[src/inc/idle_map.svh]
// Offsets, field positions, reset values and timing of the idle gate.
// Notes on behaviour
// - Any unmasked request ends idle, any priority; watchdog only with CPU on subclock.
// - Lower priority in service: wake only, keep pending.
// - Higher priority or NMI: wake and acknowledge.
// - NMI wake always branches to handler.
// - Maskable wake: branch if enabled, else next.
// - Source with mask bit set never wakes.
// - Reset during idle is an ordinary reset.
// - First, third, fourth wide timers stop.
// - Second wide timer runs on watch tick only.
// - Narrow timers run on pin clock, or on compare clock with subclock.
// - Second interval timer, watchdog need subclock.
// - Watch timer runs on subclock or main.
// - Clocked serial runs only on external clock.
// - Only first UART on external baud runs.
// - DAC converts, value register not writable.
// - Real-time output needs running narrow timer.
// - Port pins hold level and direction.
// - CPU registers and RAM are preserved.
// - Resume at once, no oscillator wait.
// - Wake sources: pins, peripherals, watchdog, reset.
`ifndef IDLE_MAP_SVH
`define IDLE_MAP_SVH
`define OFS_CTRL 8'h00
`define OFS_MODE 8'h04
`define OFS_CLKSEL 8'h08
`define OFS_STATUS 8'h0c
`define CTRL_STANDBY 1
`define CTRL_INT_MASK 4
`define CTRL_PIN_NMI_MASK 5
`define CTRL_WDT_NMI_MASK 6
`define MODE_STOP_SEL 0
`define CS_SUB_USED 0
`define CS_CPU_ON_SUB 1
`define CS_WT_MAIN 2
`define CS_TM1_WT 3
`define CS_TM5_EXT 4
`define CS_TM5_CMP 6
`define CS_IH1_SUB 8
`define CS_WDT2_SUB 9
`define CS_CSI_EXT 10
`define CS_UART0_EXT 12
`define CS_RTO_EN 13
`define CS_RTO_SEL 14
`define CTRL_RESET 8'h00
`define MODE_RESET 8'h00
`define CLKSEL_RESET 16'h0000
`define RESUME_CYCLES 1
`endif

[src/inc/idle_pkg.sv]
// Types shared by the idle gate and its users.
package idle_pkg;
    typedef enum logic [1:0] {
        st_normal = 2'b00,
        st_idle = 2'b01,
        st_wake = 2'b10
    } idle_state_t;

    typedef struct packed {
        logic cpu;
        logic dma;
        logic intc_core;
        logic gen_timer;
        logic [3:0] wide_timer;
        logic [1:0] narrow_timer;
        logic first_interval_timer;
        logic second_interval_timer;
        logic watch_timer;
        logic first_watchdog;
        logic second_watchdog;
        logic [1:0] csi;
        logic auto_serial;
        logic i2c;
        logic [2:0] uart;
        logic adc;
        logic dac;
        logic rto;
    } clk_en_t;

    typedef struct packed {
        logic nmi_pin;
        logic second_watchdog_irq;
        logic [7:0] external_irq_pins;
        logic [7:0] external_irq_enable;
        logic periph_irq;
        logic [2:0] req_prio;
        logic in_isr;
        logic [2:0] isr_prio;
        logic int_enabled;
    } wake_in_t;

    typedef struct packed {
        logic ack_nmi;
        logic ack_maskable;
        logic resume_next;
        logic wake_pending;
    } wake_out_t;
endpackage

[src/hdl/idle_mode_wakeup_gating.sv]
// Idle standby gate: entry, wake decision and peripheral clock gating.
`include "idle_map.svh"
module idle_mode_wakeup_gating
    import idle_pkg::*;
(
    // Clock and reset.
    input wire logic clock,
    input wire logic reset_n,
    input wire logic second_watchdog_reset,
    // Register port.
    input wire logic [7:0] addr,
    input wire logic [15:0] wdata,
    input wire logic wr,
    input wire logic rd,
    output logic [15:0] rdata,
    // Wake requests from pins and the interrupt controller.
    input wire wake_in_t wake_in,
    input wire logic intc_take,
    input wire logic intc_discard,
    // Answers to the CPU and interrupt controller.
    output wake_out_t wake_out,
    // Clock gates and hold controls.
    output clk_en_t clk_en,
    output logic idle,
    output logic port_hold,
    output logic reg_hold,
    output logic dac_value_write_en,
    output logic rto_buffer_write_en
);

    typedef struct packed {
        idle_state_t st;
        logic standby_request_bit;
        logic maskable_wake_mask;
        logic pin_nmi_wake_mask;
        logic wdt_nmi_wake_mask;
        logic stop_select_bit;
        logic [15:0] clksel;
        logic wake_pend;
        logic ack_nmi;
        logic ack_maskable;
        logic resume_next;
        logic [15:0] rdata;
    } state_t;

    state_t s;
    state_t next_s;

    logic sys_reset;
    logic sub_used;
    logic nmi_wake;
    logic maskable_wake;
    logic wake_any;
    logic low_prio;
    logic tm1_runs;
    logic [1:0] tm5_runs;
    clk_en_t idle_en;

    // A watchdog reset is taken like the pin reset, so the same sequence
    // follows whether or not the block was idle.
    assign sys_reset = !reset_n || second_watchdog_reset;

    assign sub_used = s.clksel[`CS_SUB_USED];

    // Wake sources after the power-save masks.
    always_comb begin
        nmi_wake = (wake_in.nmi_pin && !s.pin_nmi_wake_mask)
            || (wake_in.second_watchdog_irq && !s.wdt_nmi_wake_mask
            && s.clksel[`CS_CPU_ON_SUB]);
        maskable_wake = !s.maskable_wake_mask
            && ((|(wake_in.external_irq_pins
            & wake_in.external_irq_enable))
            || wake_in.periph_irq);
        wake_any = nmi_wake || maskable_wake;
        // Smaller number is more urgent; equal counts as not higher.
        low_prio = wake_in.in_isr
            && (wake_in.req_prio >= wake_in.isr_prio);
    end

    // Clocks that survive idle.
    always_comb begin
        tm1_runs = s.clksel[`CS_TM1_WT]
            && (sub_used || s.clksel[`CS_WT_MAIN]);
        tm5_runs = s.clksel[`CS_TM5_EXT+1:`CS_TM5_EXT]
            | (s.clksel[`CS_TM5_CMP+1:`CS_TM5_CMP]
            & {2{sub_used}});
        idle_en = '0;
        idle_en.wide_timer = {2'b00, tm1_runs, 1'b0};
        idle_en.narrow_timer = tm5_runs;
        idle_en.second_interval_timer = sub_used
            && s.clksel[`CS_IH1_SUB];
        idle_en.second_watchdog = sub_used
            && s.clksel[`CS_WDT2_SUB];
        idle_en.watch_timer = sub_used
            || s.clksel[`CS_WT_MAIN];
        idle_en.csi = s.clksel[`CS_CSI_EXT+1:`CS_CSI_EXT];
        idle_en.uart = {2'b00, s.clksel[`CS_UART0_EXT]};
        idle_en.dac = 1'b1;
        idle_en.rto = s.clksel[`CS_RTO_EN]
            && tm5_runs[s.clksel[`CS_RTO_SEL]];
    end

    always_comb begin
        next_s = s;
        next_s.ack_nmi = 1'b0;
        next_s.ack_maskable = 1'b0;
        next_s.resume_next = 1'b0;
        next_s.rdata = 16'h0000;
        // Reads answer in the following cycle only.
        if (rd) begin
            if (addr == `OFS_CTRL) begin
                next_s.rdata = {9'h000, s.wdt_nmi_wake_mask,
                    s.pin_nmi_wake_mask, s.maskable_wake_mask,
                    2'b00, s.standby_request_bit, 1'b0};
            end else if (addr == `OFS_MODE) begin
                next_s.rdata = {15'h0000, s.stop_select_bit};
            end else if (addr == `OFS_CLKSEL) begin
                next_s.rdata = s.clksel;
            end else if (addr == `OFS_STATUS) begin
                next_s.rdata = {13'h0000, s.wake_pend, s.st};
            end else begin
                next_s.rdata = 16'h0000;
            end
        end
        // The CPU is stopped while idle, so writes only land from normal.
        if (wr && s.st == st_normal) begin
            if (addr == `OFS_CTRL) begin
                next_s.standby_request_bit = wdata[`CTRL_STANDBY];
                next_s.maskable_wake_mask = wdata[`CTRL_INT_MASK];
                next_s.pin_nmi_wake_mask = wdata[`CTRL_PIN_NMI_MASK];
                next_s.wdt_nmi_wake_mask = wdata[`CTRL_WDT_NMI_MASK];
            end else if (addr == `OFS_MODE) begin
                next_s.stop_select_bit = wdata[`MODE_STOP_SEL];
            end else if (addr == `OFS_CLKSEL) begin
                next_s.clksel = wdata;
            end
        end
        case (s.st)
            st_normal: begin
                // Stop select must be clear; the deeper mode is not built
                // here, so a request with it set is left standing.
                if (s.standby_request_bit && !s.stop_select_bit) begin
                    next_s.st = st_idle;
                end
            end
            st_idle: begin
                if (wake_any) begin
                    next_s.st = st_wake;
                    next_s.standby_request_bit = 1'b0;
                    if (nmi_wake) begin
                        next_s.ack_nmi = 1'b1;
                    end else if (low_prio) begin
                        next_s.resume_next = 1'b1;
                    end else if (wake_in.int_enabled) begin
                        next_s.ack_maskable = 1'b1;
                    end else begin
                        next_s.resume_next = 1'b1;
                    end
                end
            end
            st_wake: begin
                // Oscillator kept running, so no stabilisation wait.
                next_s.st = st_normal;
            end
            default: begin
                next_s.st = st_normal;
            end
        endcase
        // Set wins over the controller's take in the same cycle.
        if (intc_take || intc_discard) begin
            next_s.wake_pend = 1'b0;
        end
        if (s.st == st_idle && wake_any) begin
            next_s.wake_pend = 1'b1;
        end
    end

    always_ff @(posedge clock) begin
        if (sys_reset) begin
            s <= '{st: st_normal, standby_request_bit: 1'b0,
                maskable_wake_mask: 1'b0, pin_nmi_wake_mask: 1'b0,
                wdt_nmi_wake_mask: 1'b0, stop_select_bit: 1'b0,
                clksel: `CLKSEL_RESET, wake_pend: 1'b0, ack_nmi: 1'b0,
                ack_maskable: 1'b0, resume_next: 1'b0,
                rdata: 16'h0000};
        end else begin
            s <= next_s;
        end
    end

    assign idle = (s.st == st_idle);
    assign clk_en = idle ? idle_en : '1;
    // Pins and state are frozen, not reset, for the whole idle period.
    assign port_hold = idle;
    assign reg_hold = idle;
    assign dac_value_write_en = !idle;
    assign rto_buffer_write_en = !idle;
    assign rdata = s.rdata;
    assign wake_out.ack_nmi = s.ack_nmi;
    assign wake_out.ack_maskable = s.ack_maskable;
    assign wake_out.resume_next = s.resume_next;
    assign wake_out.wake_pending = s.wake_pend;
endmodule

[config.mk]
export PLATFORM = sky130hd
export DESIGN_NAME = idle_mode_wakeup_gating
export DESIGN_NICKNAME = d
export VERILOG_FILES = /design/src/inc/idle_pkg.sv /design/src/hdl/idle_mode_wakeup_gating.sv
export VERILOG_INCLUDE_DIRS = /design/src /design/src/inc
export SDC_FILE = /design/constraint.sdc
export NUM_CORES = 1
export LEC_CHECK = 0
export ABC_AREA = 1
export BUFFER_PORTS_ARGS = -buffer_cell sky130_fd_sc_hd__buf_2
export CORE_MARGIN = 2
export CORE_UTILIZATION = 49
export CTS_CLUSTER_DIAMETER = 200
export DETAILED_ROUTE_END_ITERATION = 16
export HOLD_SLACK_MARGIN = 0.06
export PLACE_DENSITY = 0.91
export SYNTH_ARGS = -nofsm -noshare
export SYNTH_HDL_FRONTEND = slang
export SYNTH_SLANG_ARGS = --single-unit
[constraint.sdc]
create_clock -name clock -period 2.6 [get_ports clock]
set_clock_uncertainty 0.15 [all_clocks]
set_input_delay 0.39 -clock clock [delete_from_list [all_inputs] [get_ports clock]]
set_output_delay 0.39 -clock clock [all_outputs]
set_load 0.01 [all_outputs]
==> flow_metrics.tcl <==
set metrics [dict create \
    grt_pass1_vias 1828 \
    cts_inserted_buffers 5 \
    numClockSinks 43 \
    synth-seq-area-share_pct 40.3 \
    synth.most_common_cell "dfxtp_1" \
    ys_seq_elements 43 \
    ir_drop_v 0.000282 \
    post-route-period-util_pct 93.2 \
    setup_viol 0 \
    cts_tree "built" \
    die_w_um 70.0 \
    die_area_um2 4900 \
    coreArea_um2 4260 \
    rsz0062_at_grt "false" \
    p_seq_share_pct 56.0 \
    gr-total-overflow 0 \
    maxCapViolCount 0 \
    synth_edf_count 0 \
    yosys.area.top_type_share_pct 40.3 \
    grt_max_degree 31 \
    crit_path_start "s[41]" \
    finalSetupTns_ns 0 \
    max_freq_mhz 413 \
    p_int_mw 0.895 \
    slew_headroom_pct 63.0 \
    io_pins 108 \
    area_delta_synth_final_pct 17.0 \
    synth_area_um2 2140 \
    p_total_mw 1.17 \
    post_cts_buffers 0 \
    worstHoldPathType "input port to flop" \
    drc 0 \
    min_from "wdata[2]" \
    p_sw_share_pct 23.8 \
    drtAntennaViolNets 0 \
    crit_type "flop to primary output" \
    p_leak_nw 1.19 \
    post_synth_num_cell_types 27 \
    start_kind "flop" \
    synth_warnings 0 \
    first_pass_iters 4 \
    combinationalPowerShare_pct 8.3 \
    worst_pin_slew_ns 0.553 \
    hpwl_um 3530 \
    fin_cells 405 \
    synth_top_cell_by_area "dfxtp_1" \
    dpl.cell_count 397 \
    finalHoldViolations 0 \
    clock_power_share_pct 35.6 \
    gp_congestion 0.778 \
    arrival_ns 1.88 \
    rows 24 \
    vias 1915 \
    drt_wl_total_um 4490 \
    wl_per_cell_um 11.1 \
    nets 413 \
    drive_above_1_share_pct 36.3 \
    io_buffers 106 \
    holdBufCountCts 0 \
    syn-mean-instance-area_um2 7.60 \
    period_minus_slack_ns 2.42 \
    grt_antenna_before_repair 0 \
    endpoint_kind "primary output" \
    htreeDepth 2 \
    grt_pass1_wl_um 7660 \
    yosys-top-cells-area "dfxtp_1 (40%), buf_4 (13%), nand2_1 (6.9%), inv_1 (6.3%), a21oi_1 (5.4%)" \
    cp_data_required_time_ns 2.06 \
    slew_viol_final 0 \
    grt.total_usage_pct 19.1 \
    diodes 0 \
    status "finished clean" \
    die-height_um 70.0 \
    synth.net_count 342 \
    async_flop_share_pct 0 \
    clockBufferDepth 2 \
    drt_iter0_drc 72 \
    clk_pin_slew_ns 0.08 \
    root_buffer "clkbuf_8" \
    post_cts_resized 0 \
    start_util_pct 50.1 \
    power_density_nw_per_um2 470 \
    crit_fanout 17 \
    switching_power_mw 0.279 \
    clk_latency_ns 0.30 \
    synth-main-ff-cell "dfxtp_1" \
    postSynthCellCount 281 \
    netlist_top_cells_count "dfxtp_1 (43), nand2_1 (39), buf_4 (38)" \
    via_per_inst 4.73 \
    worstReg2RegStart "s[42]" \
]
[metrics by stage]
step	hold WS, ns	worst slack, ns	instance area, µm²	util, %
final	0.174	0.177	2500	58.6
after global routing	0.202	0.0410	2500	58.6
after CTS	0.174	0.201	2500	58.6
after detailed placement	0.282	0.536	2410	56.6
after global placement	0.276	0.632	2410	56.6
after floorplan	0.266	0.936	2140	-
[routing by layer]
layer | GRT usage [%] | up-vias | wire length (µm)
met3 | 5.19 | 7 | 272
met4 | 7.05 | 0 | 65
met5 | 0 | - | 0
met2 | 33.7 | 66 | 2320
li1 | - | 992 | -
met1 | 22.0 | 850 | 1830
[cell type report]
| class | count | area [µm²] |
|---|---|---|
| fill | 412 | 1760 |
| sequential | 43 | 861 |
| multi-input combinational | 157 | 800 |
| timing repair buffer | 108 | 546 |
| inverter | 37 | 144 |
| clock buffer | 6 | 72.6 |
| tap | 52 | 65.1 |
| clock inverter | 2 | 12.5 |
[sequential cells by signal, indices dropped and copies added (netlist names)]
register	count
idle_en	3
rdata	16
s	20
wake_out	4
[power by group through the flow]
stage          clock, mW  combinational, mW  sequential, mW
4_1_cts            0.422             0.0987           0.658
6_report           0.419             0.0976           0.658
3_5_place_dp           0             0.0982           0.674
5_1_grt            0.440              0.112           0.658
2_1_floorplan          0             0.0464           0.674
3_3_place_gp           0             0.0946           0.674
[cells by family after synthesis]
| family | Yosys count | synth area share [%] |
|---|---|---|
| AND/OR/NAND/NOR | 104 | 23.7 |
| AO/OA/AOI/OAI | 49 | 11.8 |
| buffers and inverters | 81 | 22.3 |
| adder cells (fa/ha/maj) | 3 | 1.76 |
| other | 1 | 0.176 |
| flip-flops | 43 | 40.3 |
[worst paths after layout]
path                 to  slack, ns  depth (start not counted)
min reg2reg   rdata[15]       0.29                          2
min               s[22]       0.17                          3
max reg2reg  idle_en[9]       1.06                          5
max           clk_en[0]       0.18                          6
[critical path: stages, from the launching register on]
cell and delay (ns):
dfxtp_1 0.36, inv_1 0.05, nor2_1 0.43, inv_1 0.32, o22ai_1 0.23, nor2_1 0.07
buf_2 0.14
[cells in the final DEF (no fill, tap or decap), types with 2 or more instances in the layout]
cell type and instances:
nand3b_1 2, o21ai_1 16, and3_1 2, inv_1 36, a21oi_1 23, nor2_1 30, o211ai_1 2, ha_1 3
dfxtp_1 43, nor2_4 4, nand2_2 4, nand2_1 39, buf_4 2, clkbuf_8 5, buf_2 106, o21ai_0 7
nand3_1 17
(Power assumes the default switching activity.)
